`src/acc_pkg.sv`:
```
package acc_pkg;
  // register byte offsets
  localparam logic [2:0] ACC_OFS_CTL0 = 3'h0;
  localparam logic [2:0] ACC_OFS_CTL1 = 3'h1;
  localparam logic [2:0] ACC_OFS_RES_LO = 3'h2;
  localparam logic [2:0] ACC_OFS_RES_HI = 3'h3;
  localparam logic [2:0] ACC_OFS_IRQ = 3'h4;
  // conv_control_0 fields
  localparam int ACC_C0_START = 7;
  localparam int ACC_C0_BUSY = 6;
  localparam int ACC_C0_PD = 5;
  localparam int ACC_C0_ALIGN = 4;
  localparam int ACC_C0_CH_LSB = 0;
  // conv_control_1 fields
  localparam int ACC_C1_CH4 = 7;
  localparam int ACC_C1_BG = 6;
  localparam int ACC_C1_REF = 4;
  localparam int ACC_C1_DIV_LSB = 0;
  // irq register fields
  localparam int ACC_IR_REQ = 0;
  localparam int ACC_IR_EN = 1;
  localparam int ACC_IR_GLB = 2;
  // reset values
  localparam logic ACC_RST_PD = 1'b1;
  localparam logic ACC_RST_BUSY = 1'b1;
  localparam logic [2:0] ACC_RST_DIV = 3'h0;
  // conversion timing in converter clock periods
  localparam logic [3:0] ACC_SAMPLE_PER = 4'h4;
  localparam logic [3:0] ACC_LAST_PER = 4'hf;
  localparam int ACC_RES_W = 12;
  typedef enum logic [1:0] {
    ACC_IDLE = 2'b00,
    ACC_ARMED = 2'b01,
    ACC_CONV = 2'b10
  } acc_state_e;
endpackage

```
`src/acc_clk_div.sv`:
```
module acc_clk_div
  import acc_pkg::*;
(
  input wire logic core_clk,
  input wire logic rst_n,
  input wire logic clk_en,
  input wire logic restart,
  input wire logic [2:0] div_sel,
  output logic tick
);
  logic [5:0] cnt_r;
  logic [5:0] cnt_nxt;

  // code 111 is undefined; it is run as the slowest ratio
  function automatic logic [5:0] div_limit(input logic [2:0] sel);
    logic [2:0] s;
    s = (sel == 3'h7) ? 3'h6 : sel;
    return 6'((7'h01 << s) - 7'h01);
  endfunction

  assign tick = clk_en && !restart && (cnt_r >= div_limit(div_sel));

  always_comb begin
    cnt_nxt = cnt_r;
    if (restart || tick) begin
      cnt_nxt = 6'h00;
    end else begin
      cnt_nxt = cnt_r + 6'h01;
    end
  end

  always_ff @(posedge core_clk) begin
    if (!rst_n) begin
      cnt_r <= 6'h00;
    end else if (clk_en) begin
      cnt_r <= cnt_nxt;
    end
  end
endmodule

```
`src/acc_conv_ctrl.sv`:
```
// Overview of operation
// - converter powered only while power-down is zero; software waits first.
// - reference-select bit picks supply rail or external reference pin.
// - reference-select high hands the shared pin to its reference function.
// - interrupt reaches processor only with global and converter enables set.
// - busy flag falling marks completion; both result bytes then valid.
// - conversion runs in hardware without stalling the processor.
// - each conversion lasts exactly sixteen divided converter clock periods.
// - result is 12-bit unsigned, one step equals reference over 4096.
// - codes step half LSB early; last transition 1.5 LSB below reference.
// - start rising resets converter, sets busy; conversion begins on falling.
// - at completion busy clears and interrupt request flag sets.
// - divider codes 0..6 give system clock over 1..64; code 7 undefined.
// - format 0 left-aligns result, format 1 right-aligns it.
//
// Chosen here: the plain strobed port and the address map.
module acc_conv_ctrl
  import acc_pkg::*;
(
  input wire logic core_clk,
  input wire logic rst_n,
  input wire logic clk_en,
  input wire logic [2:0] reg_addr,
  input wire logic [7:0] reg_wdata,
  input wire logic reg_wr,
  input wire logic reg_rd,
  output logic [7:0] reg_rdata,
  input wire logic comp_in,
  output logic [ACC_RES_W-1:0] dac_code,
  output logic sample_hold,
  output logic analog_power_en,
  output logic ref_source_select,
  output logic vref_pin_func_en,
  output logic [4:0] input_channel_select,
  output logic bandgap_enable,
  output logic conv_irq
);
  acc_state_e state_r, state_nxt;
  logic start_r, start_nxt;
  logic busy_r, busy_nxt;
  logic pd_r, pd_nxt;
  logic align_r, align_nxt;
  logic [4:0] ch_r, ch_nxt;
  logic bg_r, bg_nxt;
  logic ref_r, ref_nxt;
  logic [2:0] div_r, div_nxt;
  logic req_r, req_nxt;
  logic ien_r, ien_nxt;
  logic gie_r, gie_nxt;
  logic [3:0] per_r, per_nxt;
  logic [ACC_RES_W-1:0] sar_r, sar_nxt;
  logic [ACC_RES_W-1:0] res_r, res_nxt;
  logic [7:0] rdata_r, rdata_nxt;
  logic wr_c0, wr_c1, wr_irq;
  logic start_rise, start_fall, tick, done;
  logic [3:0] bit_idx;

  assign wr_c0 = reg_wr && (reg_addr == ACC_OFS_CTL0);
  assign wr_c1 = reg_wr && (reg_addr == ACC_OFS_CTL1);
  assign wr_irq = reg_wr && (reg_addr == ACC_OFS_IRQ);
  assign start_rise = wr_c0 && reg_wdata[ACC_C0_START] && !start_r;
  assign start_fall = wr_c0 && !reg_wdata[ACC_C0_START] && start_r;
  assign bit_idx = 4'(ACC_LAST_PER - per_r);
  assign done = (state_r == ACC_CONV) && tick && (per_r == ACC_LAST_PER);

  acc_clk_div u_div (
    .core_clk(core_clk),
    .rst_n(rst_n),
    .clk_en(clk_en),
    .restart(state_r != ACC_CONV),
    .div_sel(div_r),
    .tick(tick)
  );

  function automatic logic [15:0] acc_format(
    input logic [ACC_RES_W-1:0] r, input logic right);
    return right ? {4'h0, r} : {r, 4'h0};
  endfunction

  // control and status registers
  always_comb begin
    start_nxt = start_r;
    pd_nxt = pd_r;
    align_nxt = align_r;
    ch_nxt = ch_r;
    bg_nxt = bg_r;
    ref_nxt = ref_r;
    div_nxt = div_r;
    ien_nxt = ien_r;
    gie_nxt = gie_r;
    req_nxt = req_r;
    if (wr_c0) begin
      start_nxt = reg_wdata[ACC_C0_START];
      pd_nxt = reg_wdata[ACC_C0_PD];
      align_nxt = reg_wdata[ACC_C0_ALIGN];
      ch_nxt[3:0] = reg_wdata[ACC_C0_CH_LSB +: 4];
    end
    if (wr_c1) begin
      ch_nxt[4] = reg_wdata[ACC_C1_CH4];
      bg_nxt = reg_wdata[ACC_C1_BG];
      ref_nxt = reg_wdata[ACC_C1_REF];
      div_nxt = reg_wdata[ACC_C1_DIV_LSB +: 3];
    end
    if (wr_irq) begin
      req_nxt = reg_wdata[ACC_IR_REQ];
      ien_nxt = reg_wdata[ACC_IR_EN];
      gie_nxt = reg_wdata[ACC_IR_GLB];
    end
    // a completion in the same cycle as a software clear is kept
    if (done) begin
      req_nxt = 1'b1;
    end
  end

  // conversion sequencer
  always_comb begin
    state_nxt = state_r;
    busy_nxt = busy_r;
    per_nxt = per_r;
    sar_nxt = sar_r;
    res_nxt = res_r;
    if (start_rise) begin
      state_nxt = ACC_ARMED;
      busy_nxt = 1'b1;
      per_nxt = 4'h0;
      sar_nxt = '0;
    end else begin
      case (state_r)
        ACC_IDLE: begin
          state_nxt = ACC_IDLE;
        end
        ACC_ARMED: begin
          // a conversion only begins on a powered converter
          if (start_fall && !pd_nxt) begin
            state_nxt = ACC_CONV;
          end else if (start_fall) begin
            state_nxt = ACC_IDLE;
          end
        end
        ACC_CONV: begin
          // powering down mid-conversion abandons it, busy stays high
          if (pd_r) begin
            state_nxt = ACC_IDLE;
          end else if (tick) begin
            per_nxt = per_r + 4'h1;
            if (per_r == ACC_SAMPLE_PER - 4'h1) begin
              sar_nxt[ACC_RES_W-1] = 1'b1;
            end else if (per_r >= ACC_SAMPLE_PER) begin
              if (!comp_in) begin
                sar_nxt[bit_idx] = 1'b0;
              end
              if (bit_idx != 4'h0) begin
                sar_nxt[bit_idx - 4'h1] = 1'b1;
              end
            end
            if (done) begin
              state_nxt = ACC_IDLE;
              busy_nxt = 1'b0;
              // both bytes come from one register
              res_nxt = sar_nxt;
            end
          end
        end
        default: begin
          state_nxt = ACC_IDLE;
        end
      endcase
    end
  end

  // read port: data stand in the cycle after the strobe
  always_comb begin
    logic [15:0] fmt;
    fmt = acc_format(res_r, align_r);
    rdata_nxt = 8'h00;
    if (reg_rd) begin
      case (reg_addr)
        ACC_OFS_CTL0: rdata_nxt = {start_r, busy_r, pd_r, align_r, ch_r[3:0]};
        ACC_OFS_CTL1: rdata_nxt = {ch_r[4], bg_r, 1'b0, ref_r, 1'b0, div_r};
        ACC_OFS_RES_LO: rdata_nxt = fmt[7:0];
        ACC_OFS_RES_HI: rdata_nxt = fmt[15:8];
        ACC_OFS_IRQ: rdata_nxt = {5'h00, gie_r, ien_r, req_r};
        default: rdata_nxt = 8'h00;
      endcase
    end
  end

  always_ff @(posedge core_clk) begin
    if (!rst_n) begin
      state_r <= ACC_IDLE;
      start_r <= 1'b0;
      busy_r <= ACC_RST_BUSY;
      pd_r <= ACC_RST_PD;
      align_r <= 1'b0;
      ch_r <= 5'h00;
      bg_r <= 1'b0;
      ref_r <= 1'b0;
      div_r <= ACC_RST_DIV;
      req_r <= 1'b0;
      ien_r <= 1'b0;
      gie_r <= 1'b0;
      per_r <= 4'h0;
      sar_r <= '0;
      res_r <= '0;
      rdata_r <= 8'h00;
    end else if (clk_en) begin
      state_r <= state_nxt;
      start_r <= start_nxt;
      busy_r <= busy_nxt;
      pd_r <= pd_nxt;
      align_r <= align_nxt;
      ch_r <= ch_nxt;
      bg_r <= bg_nxt;
      ref_r <= ref_nxt;
      div_r <= div_nxt;
      req_r <= req_nxt;
      ien_r <= ien_nxt;
      gie_r <= gie_nxt;
      per_r <= per_nxt;
      sar_r <= sar_nxt;
      res_r <= res_nxt;
      rdata_r <= rdata_nxt;
    end
  end

  assign reg_rdata = rdata_r;
  // trial code; the half-LSB early step is the DAC's offset
  assign dac_code = sar_r;
  assign sample_hold = (state_r == ACC_CONV) && (per_r < ACC_SAMPLE_PER);
  assign analog_power_en = !pd_r;
  assign ref_source_select = ref_r;
  assign vref_pin_func_en = ref_r;
  assign input_channel_select = ch_r;
  assign bandgap_enable = bg_r;
  assign conv_irq = req_r && ien_r && gie_r;
endmodule

```
`config.mk`:
```
export PLATFORM = sky130hd
export DESIGN_NAME = acc_conv_ctrl
export DESIGN_NICKNAME = d
export VERILOG_FILES = /design/src/acc_pkg.sv /design/src/acc_clk_div.sv /design/src/acc_conv_ctrl.sv
export SDC_FILE = /design/constraint.sdc
export NUM_CORES = 1
export LEC_CHECK = 0
export BUFFER_PORTS_ARGS = -buffer_cell sky130_fd_sc_hd__buf_2
export CAP_MARGIN = 20
export CORE_UTILIZATION = 45
export DETAILED_ROUTE_END_ITERATION = 12
export PLACE_DENSITY = 0.64
export SLEW_MARGIN = 0
export SYNTH_ARGS = -nofsm -noshare
export SYNTH_HDL_FRONTEND = slang
export SYNTH_SLANG_ARGS = --single-unit
export TNS_END_PERCENT = 5
```
`constraint.sdc`:
```
create_clock -name core_clk -period 3.11 [get_ports core_clk]
set_input_delay 0.1555 -clock core_clk [delete_from_list [all_inputs] [get_ports core_clk]]
set_output_delay 0.1555 -clock core_clk [all_outputs]
set_load 0.1 [all_outputs]
```
Yosys cells after proc, flatten, opt, wreduce, memory -nomap -nowiden
Cells that the tools add are included.
- eq/ne operators: 14
- shifts and indexed selects: 1
- add/subtract/negate cells: 5
- reduce and logical (&&, ||, !) cells: 37
- bitwise logic cells: 5
- $lt $le $gt $ge: 7
- muxes and demuxes: 43
- operators with widths (cell ; number):
    $mux 12 ; 13
    $pmux 8 s5 ; 1
    $logic_and 1x1->1 ; 17
    $mux 16 ; 1
    $mux 4 ; 4
    $and 12x12->12 ; 1
    $mux 2 ; 6
    $ne 4x4->1 const B ; 3
    $not 12->12 ; 1
    $or 12x12->12 ; 1
    $mux 1 ; 11
    $mux 11 ; 1
    $lt 4x5->1 const B ; 2
    $demux 1 s4 ; 2
    $ge 4x1->1 const B ; 2
    $mux 8 ; 1
    $reduce_and 2->1 ; 4
    $reduce_and 4->1 ; 2
    $reduce_bool 2->1 ; 4
    $add 6x1->6 const B ; 1
    $eq 3x2->1 const B ; 2
    $eq 3x3->1 const B ; 2
    $ge 6x6->1 ; 1
    $mux 6 ; 1
    other kinds (23) ; 28
- register bits: 61
- word-level logic and storage cells: 130

Logic depth before layout (Yosys ltp)
Gate-level depths: netlist (run 1).
- depth after elaboration: 22
- depth in mapped cells: 8
- mapped depth without buffers: 7

Cells and area by module
From an unflattened synthesis (run 1), not the netlist that was laid out.
- cell total of the unflattened synthesis: 394
- area total of the unflattened synthesis: 3550.9 sq um
- modules (own cells, without submodules) (module ; area an instance (sq um) ; sequential area each (sq um) ; cells an instance ; times used):
    acc_conv_ctrl ; 3002.9 ; 1101.1 ; 334 ; 1
    acc_clk_div ; 548.0 ; 120.1 ; 60 ; 1

Least setup slack after synthesis (run 1)
Ideal clock, no wire load.
- path type: register to output
- from: reg per_r[2]
- to: out sample_hold
- cell stages (with the launch flop): 3
- buffers on the path: 1
- arrival: 2.603 ns
- slack: 0.351 ns
- data required time: 2.954 ns
- path through: dfxtp_1 -> clkbuf_1 -> nor3_1
- word-level cells in the longest chain between the ends: 2
- ends and longest elaborated chain (element ; line ; RTL):
    from (decl) ; acc_conv_ctrl.sv:50 ; logic [3:0] per_r, per_nxt;
    from (signal assigned) ; acc_conv_ctrl.sv:219 ; per_r <= per_nxt;
    $lt 4x3->1 ; acc_conv_ctrl.sv:229 ; assign sample_hold = (state_r == ACC_CONV) && (per_r < ACC_SAMPLE_PER);
    $logic_and 1x1->1 ; acc_conv_ctrl.sv:229 ;
    to (decl) ; acc_conv_ctrl.sv:30 ; output logic sample_hold,
Every way passes these cells.

Worst setup path in the final report (run 1)
- from: reg div_r[2]
- to: reg per_r[2]
- word-level cells in the longest chain between the ends: 8
- ends and longest elaborated chain (element ; line ; RTL):
    from (decl) ; acc_conv_ctrl.sv:46 ; logic [2:0] div_r, div_nxt;
    from (signal assigned) ; acc_conv_ctrl.sv:215 ; div_r <= div_nxt;
    $eq 3x3->1 ; acc_clk_div.sv:17 ; s = (sel == 3'h7) ? 3'h6 : sel;
    $mux 3 (*) ; acc_clk_div.sv:17 ;
    $shl 1x3->6 (*) ; acc_clk_div.sv:18 ; return 6'((7'h01 << s) - 7'h01);
    $sub 6x1->6 (*) ; acc_clk_div.sv:18 ;
    $ge 6x6->1 (*) ; acc_clk_div.sv:21 ; assign tick = clk_en && !restart && (cnt_r >= div_limit(div_sel));
    $logic_and 1x1->1 (*) ; acc_clk_div.sv:21 ;
    $reduce_bool 2->1 (no source line) (*) ; n/a ;
    $reduce_and 4->1 (no source line) (*) ; n/a ;
Mark *: on every way between the ends. The rest lies on a longest branch, timed or not.
A chain may end at the register's enable or synchronous reset.

==> flow_summary_export.csv, run 1 <==
group,metric,value,unit
hold_path,hold_depth,3,
synth,ys_warn_count,0,
synth,synth_simple_gate_area_share,24.3,%
layout,area_growth,14.7,%
placement,gp_congestion,0.940,
critical_path,r2r-start,"div_r[2]",
pwr,power_leakage,0.00142,uW
grt,overflow,0,
timing,relSlewSlack,46.0,%
synth,synth_top_family_by_area,"simple AND/OR/NAND/NOR gates",
critical_path,crit_fanout,13,
grt,grt_pass1_vias,2893,
die,num_rows,31,
drt,vias,3215,
synth,syn_avg_cell_area,8.40,sq um
critical_path,start_kind,"flip-flop",
layout,fill_cells,735,
synth,synth_top_area_cell,"dfxtp_1",
timing,fin_crit,2.40,ns
pwr,power_density,412,mW/mm^2
clocking,cts_sinks,61,
pwr,ir_drop,211,uV
layout,regArea,0.00122,sq mm
synth,muxShareOfSynthArea,7.69,%
clocking,cts_setup_buffers,0,
synth,synth-adder-area-share,4.01,%
die,die_h,89.4,microns
die,ios,48,
die,start_util,46.9,%
timing,timing.final.crit_share,77.0,%
layout,antenna_cells,0,
critical_path,ff2ff_path_depth,7,
drt,wl_per_cell,16.2,microns
synth,synthDistinctLibCells,63,
drt,ant_nets,0,
die,core_area,0.00733,sq mm
grt,grt_pass1_wl,14.2,mm
synth,ys_top_cells_by_area,"dfxtp_1, mux2i_1, a21oi_1",
placement,portBuffers,47,
timing,rsz0062_at_grt,"no",
synth,syn_area,0.00343,sq mm
synth,synth-compound-area-share,22.5,%
drt,dr.pass1.iters,4,
die,die_w,89.4,microns
grt,grtUsageTotal,23.7,%
timing,tightest_slew,0.807,ns
critical_path,required,3.35,ns
critical_path,path_class,"reg2reg",
drt,route.detailed.drc,0,
drt,drt-total-wl,8.98,mm
synth,synth.ff_latch_count,61,
clocking,cts_max_level,3,
synth,synth_commonest_cells,"dfxtp_1, nand2_1, a21oi_1, nor2_1, mux2i_1",
timing,drv_slew,0,
synth,yosysSeqAreaShare,35.6,%
drt,drt_iter0_drc,186,
die,dieArea,0.00799,sq mm
clocking,cts_tree,"yes",
clocking,clk_path_buf_depth,2,
clocking,insertion_delay,0.35,ns
flow_run,max_cap_viol_count,0,
synth,synth_edf_count,0,
critical_path,rrSetupSlack,0.71,ns
synth,synthFlopType,"dfxtp_1",
clocking,cts_buffers,9,
synth,async_reset_ff_share,0,%
synth,synthCells,409,
critical_path,crit_arrival,2.63,ns
synth,synth_top_area_share,35.6,%
clocking,ctsHoldBuffers,0,
hold_path,min_to,"bandgap_enable",
clocking,clock-root-buffer,"clkbuf_8",
timing,hold_viol_final,0,
hold_path,worstHoldStart,"reg_wdata[6]",
timing,finalSetupTns,0,ns
clocking,cts_resized,0,
synth,synthMostInstantiatedCell,"dfxtp_1",
synth,synth_xor_area_share,0.510,%
synth,syn-num-nets,437,
timing,finClkSkew,0.0111,ns
status,status,"completed",
timing,fmax,417,MHz
timing,setup_viol,0,
clocking,clkTransAtPathRegs,0.07,ns
critical_path,r2r-end,"per_r[2]",
layout,stdcell_area,0.00394,sq mm
grt,antenna_found_initial,0,
layout,drive_gt1_share,18.7,%
drt,viasPerCell,5.80,
layout,nets,478,
layout,multi_input_area,0.00203,sq mm
grt,grt_max_degree,31,
critical_path,cp-end-kind,"flip-flop",
hold_path,min_path_type,"in2reg",
placement,post-dp-hpwl,6.44,mm
placement,placed_cell_area,0.00373,sq mm
==> critical path, cell delays in order, from the launching register on <==
cell	delay [ns]
dfxtp_1	0.38
or3_1	0.39
ha_1	0.27
nand2b_1	0.09
a21o_1	0.13
a21o_1	0.38
nand2_1	0.29
o41ai_1	0.35
==> layer usage <==
layer	part of all wire [%]	global-route usage [%]
met5	0	0
met4	2.0	10.4
met3	3.4	3.60
met2	47	38.5
met1	48	31.1
==> area by class of cell <==
| class | count | area share, % |
|---|---|---|
| multi-input combinational | 305 | 51.4 |
| sequential | 61 | 31.0 |
| timing repair buffer | 57 | 7.81 |
| clock buffer | 11 | 3.59 |
| tap | 99 | 3.14 |
| clock inverter | 5 | 1.52 |
| inverter | 16 | 1.52 |
==> stage by stage <==
step | setup WS (ns) | hold slack, ns | util, % | std cells | power [uW]
floorplan | 0.351 | 0.294 | - | 409 | 889
global placement | 0.824 | 0.396 | 50.9 | 537 | 924
detailed placement | 0.756 | 0.402 | 50.9 | 537 | 925
CTS | 0.733 | 0.0418 | 53.7 | 553 | 1640
global route | 0.555 | 0.0727 | 53.7 | 554 | 1690
finish | 0.714 | 0.0452 | 53.7 | 554 | 1620
==> cells in the final DEF (no fill, tap or decap), drive strengths merged, types with 2 or more instances in the layout <==
master and n:
a21oi 32, ha 11, nand3 6, nor2 30, a21o 2, or3 2
buf 57, nor2b 10, xnor2 2, o21a 6, nand2b 10, o21ai 20
nor4bb 2, o41ai 3, a22o 2, dfxtp 61, and2 4, nand2 33
a22oi 6, nor3b 5, nand3b 7, a32oi 4, nor3 19, a211oi 7
a32o 6, mux2 3, o221ai 3, inv 15, nor4 2, o31ai 2
o32ai 2, nor4b 2, nand4 11, clkbuf 11, a31oi 6, clkinvlp 4
nand4b 2, o22ai 5, mux2i 23
==> kinds of logic (layout without fill, tap and decap cells) <==
group	after synthesis	after routing
mux	26	26
fa+ha+maj	11	11
compound gates	115	115
simple gates	151	151
buf+inv	43	89
flops	61	61
xor+xnor	2	2
==> report_power, final <==
group          leakage, uW  switching (uW)  internal (uW)
registers         0.000492            3.97            784
clock network    0.0000878             326            392
logic             0.000839            84.3           34.8
==> registers in the layout (all words and copies together) (netlist names) <==
signal	cells
bandgap_enable	1
state_r	2
div_r	3
gie_r	1
start_r	1
input_channel_select	5
res_r	12
ref_source_select	1
dac_code	12
req_r	1
pd_r	1
busy_r	1
per_r	4
u_div.cnt_r	6
reg_rdata	8
ien_r	1
align_r	1
==> how the worst max path moves through the flow <==
stage | startpoint | endpoint | slack, ns | cells after the start
floorplan | per_r[2] | sample_hold | 0.35 | 2
global placement | div_r[2] | per_r[2] | 0.82 | 7
detailed placement | div_r[2] | per_r[2] | 0.76 | 7
CTS | div_r[2] | per_r[2] | 0.73 | 7
global route | div_r[2] | per_r[2] | 0.55 | 7
finish | div_r[2] | per_r[2] | 0.71 | 7
Power figures use the tool's default switching activity.
==> run 2: changes to the inputs <==
- ABC_AREA: not set -> 1
- clock period: 3.11 -> 2.4 ns (I/O delays scaled with it)
==> flow_summary_export.csv, run 2 <==
group,metric,value,unit
clocking,cts_tree,"yes",
synth,ys_top_cells_by_area,"dfxtp_1, nand2_1, a21oi_1",
clocking,clock-root-buffer,"clkbuf_8",
synth,ys_warn_count,0,
critical_path,crit_fanout,25,
critical_path,crit_buf_inv,2,
clocking,clk_path_buf_depth,2,
placement,gp_congestion,0.928,
layout,antenna_cells,0,
timing,relSlewSlack,65.5,%
layout,drive_gt1_share,15.7,%
synth,synthCells,470,
hold_path,worstHoldStart,"reg_wdata[4]",
layout,area_growth,16.9,%
hold_path,min_path_type,"in2reg",
grt,grt_pass1_vias,2924,
synth,synthFlopType,"dfxtp_1",
drt,wl_per_cell,13.5,microns
drt,dr.pass1.iters,5,
critical_path,ff2ff_path_depth,13,
die,dieArea,0.00741,sq mm
synth,async_reset_ff_share,0,%
timing,fin_crit,2.12,ns
critical_path,cpMaxStageDelayCell,"dfxtp_1",
layout,final_common_cell,"nand2_1",
critical_path,cp-end-kind,"flip-flop",
critical_path,r2r-start,"div_r[1]",
drt,drt-total-wl,8.36,mm
die,ios,48,
grt,antenna_found_initial,0,
synth,syn_avg_cell_area,6.77,sq um
timing,timing.final.crit_share,88.3,%
timing,finalSetupTns,0,ns
grt,grtUsageTotal,24.5,%
die,num_rows,30,
synth,syn-num-nets,498,
hold_path,min_to,"ref_source_select",
clocking,cts_setup_buffers,0,
synth,synth_edf_count,0,
placement,post-dp-hpwl,6.14,mm
synth,synth_top_area_share,38.4,%
critical_path,rrSetupSlack,0.28,ns
drt,vias,3194,
hold_path,hold_depth,3,
die,core_area,0.00679,sq mm
timing,rsz0062_at_grt,"no",
layout,layout_common_cells,"nand2_1, dfxtp_1, a21oi_1, o21ai_0, buf_2",
layout,stdcell_area,0.00372,sq mm
clocking,cts_buffers,9,
die,die_w,86.1,microns
placement,post-place-cells,601,
die,die_h,86.1,microns
pwr,power_leakage,0.00156,uW
grt,grt_pass1_wl,14.1,mm
timing,setup_viol,0,
synth,synthMostInstantiatedCell,"nand2_1",
layout,stdcell_count,618,
critical_path,required,2.67,ns
timing,drv_slew,0,
synth,syn_area,0.00318,sq mm
timing,hold_viol_final,0,
synth,synth.ff_latch_count,61,
die,start_util,46.8,%
critical_path,r2r-end,"res_r[9]",
grt,grt_max_degree,26,
drt,drt_iter0_drc,168,
critical_path,start_kind,"flip-flop",
critical_path,crit_arrival,2.39,ns
drt,route.detailed.drc,0,
critical_path,critPathMostFrequentCell,"nand2_1",
critical_path,cp_cell_sequence,"nor2_1, inv_1, nand3_1, ha_1, nand2_1, nor2_1, nand2_1, nand2_1, nand3_2, nor2_4, buf_6, nand3_1, a21oi_1",
critical_path,cpPeakStageDelay,0.41,ns
synth,yosysSeqAreaShare,38.4,%
clocking,clkTransAtPathRegs,0.07,ns
clocking,insertion_delay,0.34,ns
critical_path,path_class,"reg2reg",
timing,tightest_slew,0.515,ns
pwr,ir_drop,375,uV
clocking,cts_max_level,3,
synth,synth_top_area_cell,"dfxtp_1",
placement,placed_cell_area,0.00348,sq mm
synth,synthDistinctLibCells,34,
placement,portBuffers,47,
grt,overflow,0,
pwr,power_density,604,mW/mm^2
drt,ant_nets,0,
synth,synth_commonest_cells,"nand2_1, dfxtp_1, a21oi_1, o21ai_0, inv_1",
status,status,"completed",
flow_run,max_cap_viol_count,0,
layout,nets,545,
clocking,cts_sinks,61,
drt,viasPerCell,5.17,
critical_path,crit_family,"simple AND/OR/NAND/NOR gates",
timing,fmax,472,MHz
timing,finClkSkew,0.00562,ns
-- run 2: cell count changes in the layout (fill, tap and decap cells not counted), sizes merged, moves of 7 or more --
cell	before	now
nor2b	10	0
a211oi	7	0
buf	57	49
nor3	19	4
nand3b	7	0
inv	15	52
a21oi	32	53
mux2i	23	0
nand3	6	30
o21ai	20	54
nand2b	10	0
nand2	33	138
-- run 2: kinds of logic (layout without fill, tap and decap cells) --
kind of cell,after synthesis,in the layout,synth area share [%]
DFF,61,61,38.4
buffers and inverters,66,118,8.49
and+or+nand+nor,214,214,29.0
xor gates and xnor gates,3,3,0.826
adders and majority gates,11,11,4.33
AOI/OAI and AO/OA,115,115,19.0
-- run 2: stage by stage --
stage               power (uW)  util, %  setup WS, ns  hold WS, ns
floorplan                 1170        -         0.428        0.255
global placement          1220     51.2         0.330        0.349
detailed placement        1220     51.2         0.239        0.357
CTS                       2260     54.7         0.219       0.0368
global route              2330     54.7        0.0172       0.0568
finish                    2250     54.7         0.280       0.0424
-- run 2: area by class of cell --
class | instances | area [sq um]
fill | 686 | 3080
sequential | 61 | 1220
multi-input combinational | 343 | 1690
clock inverter | 4 | 70.1
timing repair buffer | 50 | 264
inverter | 52 | 198
tap | 96 | 120
clock buffer | 12 | 155
-- run 2: how the worst max path moves through the flow --
stage | startpoint | end | slack [ns] | cells past startpoint
4_1_cts | div_r[1] | res_r[11] | 0.22 | 13
3_5_place_dp | div_r[1] | res_r[11] | 0.24 | 13
3_3_place_gp | div_r[0] | res_r[9] | 0.33 | 13
2_1_floorplan | div_r[0] | res_r[10] | 0.43 | 14
5_1_grt | div_r[1] | res_r[4] | 0.02 | 13
6_report | div_r[1] | res_r[9] | 0.28 | 13
-- run 2: where the power goes --
group | total [uW] | internal [uW] | switching, uW
clock | 1040 | 639 | 406
sequential | 1030 | 1020 | 8.06
combinational | 172 | 40.3 | 132
-- run 2: worst register-to-register path, stage by stage (launching register included) --
cell	delay (ns)
dfxtp_1	0.41
nor2_1	0.08
inv_1	0.07
nand3_1	0.07
ha_1	0.29
nand2_1	0.06
nor2_1	0.11
nand2_1	0.09
nand2_1	0.12
nand3_2	0.15
nor2_4	0.14
buf_6	0.22
nand3_1	0.11
a21oi_1	0.14
-- run 2: metal layers --
| metal | vias to the layer above | GRT usage (%) | wire length (microns) |
|---|---|---|---|
| met2 | 127 | 36.5 | 3670 |
| li1 | 1636 | - | - |
| met5 | - | 0 | 0 |
| met4 | 0 | 11.4 | 219 |
| met3 | 18 | 5.77 | 531 |
| met1 | 1413 | 33.5 | 3930 |
-- run 2: timing repair --
action	in CTS	in global routing
hold buffers	1	0
setup endpoints to repair	0	3
resized for setup	0	1
hold endpoints to repair	1	0
==> run 3: changes to the inputs <==
- CORE_MARGIN: not set -> 1.5
==> flow_summary_export.csv, run 3 (synthesis results as in run 2) <==
group,metric,value,unit
critical_path,crit_fanout,25,
timing,timing.final.crit_share,86.7,%
timing,rsz0062_at_grt,"no",
pwr,power_leakage,0.00154,uW
clocking,cts_tree,"yes",
drt,drt_iter0_drc,243,
die,dieArea,0.00758,sq mm
placement,gp_congestion,0.890,
critical_path,crit_family,"simple AND/OR/NAND/NOR gates",
grt,overflow,0,
placement,portBuffers,47,
timing,hold_ws,0.0301,ns
layout,nets,544,
drt,vias,3191,
critical_path,cp-end-kind,"flip-flop",
clocking,cts_buffers,9,
timing,hold_viol_final,0,
timing,tightest_slew,0.650,ns
hold_path,min_path_type,"in2reg",
timing,finalSetupTns,0,ns
flow_run,max_cap_viol_count,0,
drt,viasPerCell,5.17,
critical_path,cpPeakStageDelay,0.45,ns
status,status,"completed",
critical_path,required,2.67,ns
layout,final_common_cell,"nand2_1",
pwr,power,2120,uW
timing,fin_crit,2.08,ns
die,ios,48,
layout,area_growth,15.8,%
pwr,power_density,576,mW/mm^2
placement,post-dp-hpwl,6.08,mm
drt,drt-total-wl,8.26,mm
clocking,cts_max_level,3,
clocking,clock-root-buffer,"clkbuf_8",
critical_path,crit_buf_inv,2,
grt,grt_max_degree,38,
grt,grt_pass1_vias,2896,
die,die_h,87.1,microns
clocking,cts_sinks,61,
timing,setup_viol,0,
clocking,clk_path_buf_depth,2,
die,num_rows,30,
drt,route.detailed.drc,0,
layout,drive_gt1_share,15.7,%
timing,drv_slew,0,
grt,grtUsageTotal,23.3,%
die,die_w,87.1,microns
critical_path,cpMaxStageDelayCell,"dfxtp_1",
layout,antenna_cells,0,
clocking,insertion_delay,0.34,ns
critical_path,crit_arrival,2.36,ns
layout,post-route-util,53.9,%
timing,fmax,481,MHz
critical_path,rrSetupSlack,0.32,ns
drt,dr.pass1.iters,5,
critical_path,cp_cell_sequence,"inv_1, ha_1, nand2_1, nor2_1, nand2_1, nand2_1, nand3_2, nor2_4, buf_8, nand3_1, a21oi_1",
timing,finClkSkew,0.0102,ns
clocking,clkTransAtPathRegs,0.07,ns
grt,antenna_found_initial,0,
critical_path,critPathMostFrequentCell,"nand2_1",
timing,relSlewSlack,56.6,%
die,core_area,0.00683,sq mm
drt,wl_per_cell,13.4,microns
critical_path,path_class,"reg2reg",
drt,ant_nets,0,
critical_path,start_kind,"flip-flop",
grt,grt_pass1_wl,13.7,mm
die,start_util,46.6,%
layout,layout_common_cells,"nand2_1, dfxtp_1, a21oi_1, o21ai_0, buf_2",
pwr,ir_drop,369,uV
## run 3: changes by cell type in the layout (fill, tap and decap cells not counted), sizes merged
cell,before,now
buf,49,48
bufinv,2,1
clkinvlp,0,1
## run 3: repair_timing
| item | 4_1_cts | 5_1_grt |
|---|---|---|
| endpoints found under the setup margin | 0 | 25 |
| hold buffers | 1 | 0 |
| hold endpoints to repair | 1 | 0 |
| gates resized for setup | 0 | 4 |
| buffers inserted | 0 | 0 |
## run 3: where the power goes
part / internal [uW] / leakage [uW] / switching, uW / total (uW)
Sequential: 1020 / 0.000493 / 8.19 / 1030
Combinational: 39.4 / 0.000952 / 131 / 171
Clock: 505 / 0.0000964 / 417 / 922
## run 3: layout make-up
class	instances	area, sq um
timing repair buffer	49	260
sequential	61	1220
fill	707	3150
clock buffer	12	145
multi-input combinational	343	1690
clock inverter	4	47.5
inverter	52	198
tap	96	120
## run 3: final timing paths
| kind | end | cells after the start | start |
|---|---|---|---|
| setup / recovery | res_r[10] | 11 | div_r[2] |
| hold reg to reg | reg_rdata[3] | 2 | reg_rdata[3] |
| setup reg to reg | res_r[10] | 11 | div_r[2] |
| hold / removal | ref_source_select | 3 | reg_wdata[4] |
## run 3: stage by stage
step,setup WS (ns),instance area [sq um],instances
after floorplan,0.428,3180,470
after global placement,0.324,3470,600
after detailed placement,0.219,3470,600
after CTS,0.205,3670,617
after global routing,0.0581,3680,617
final,0.319,3680,617
## run 3: worst min-delay path, stage by stage
cell    delay, ns
buf_2        0.10
nor2_1       0.04
nor2_1       0.08
## run 3: layer usage
metal	vias up	global-route usage [%]	share of wire [%]
met5	-	0	0
met4	0	11.9	3.3
met3	23	4.83	5.4
met2	107	34.2	43
met1	1425	32.3	49
li1	1636	-	-
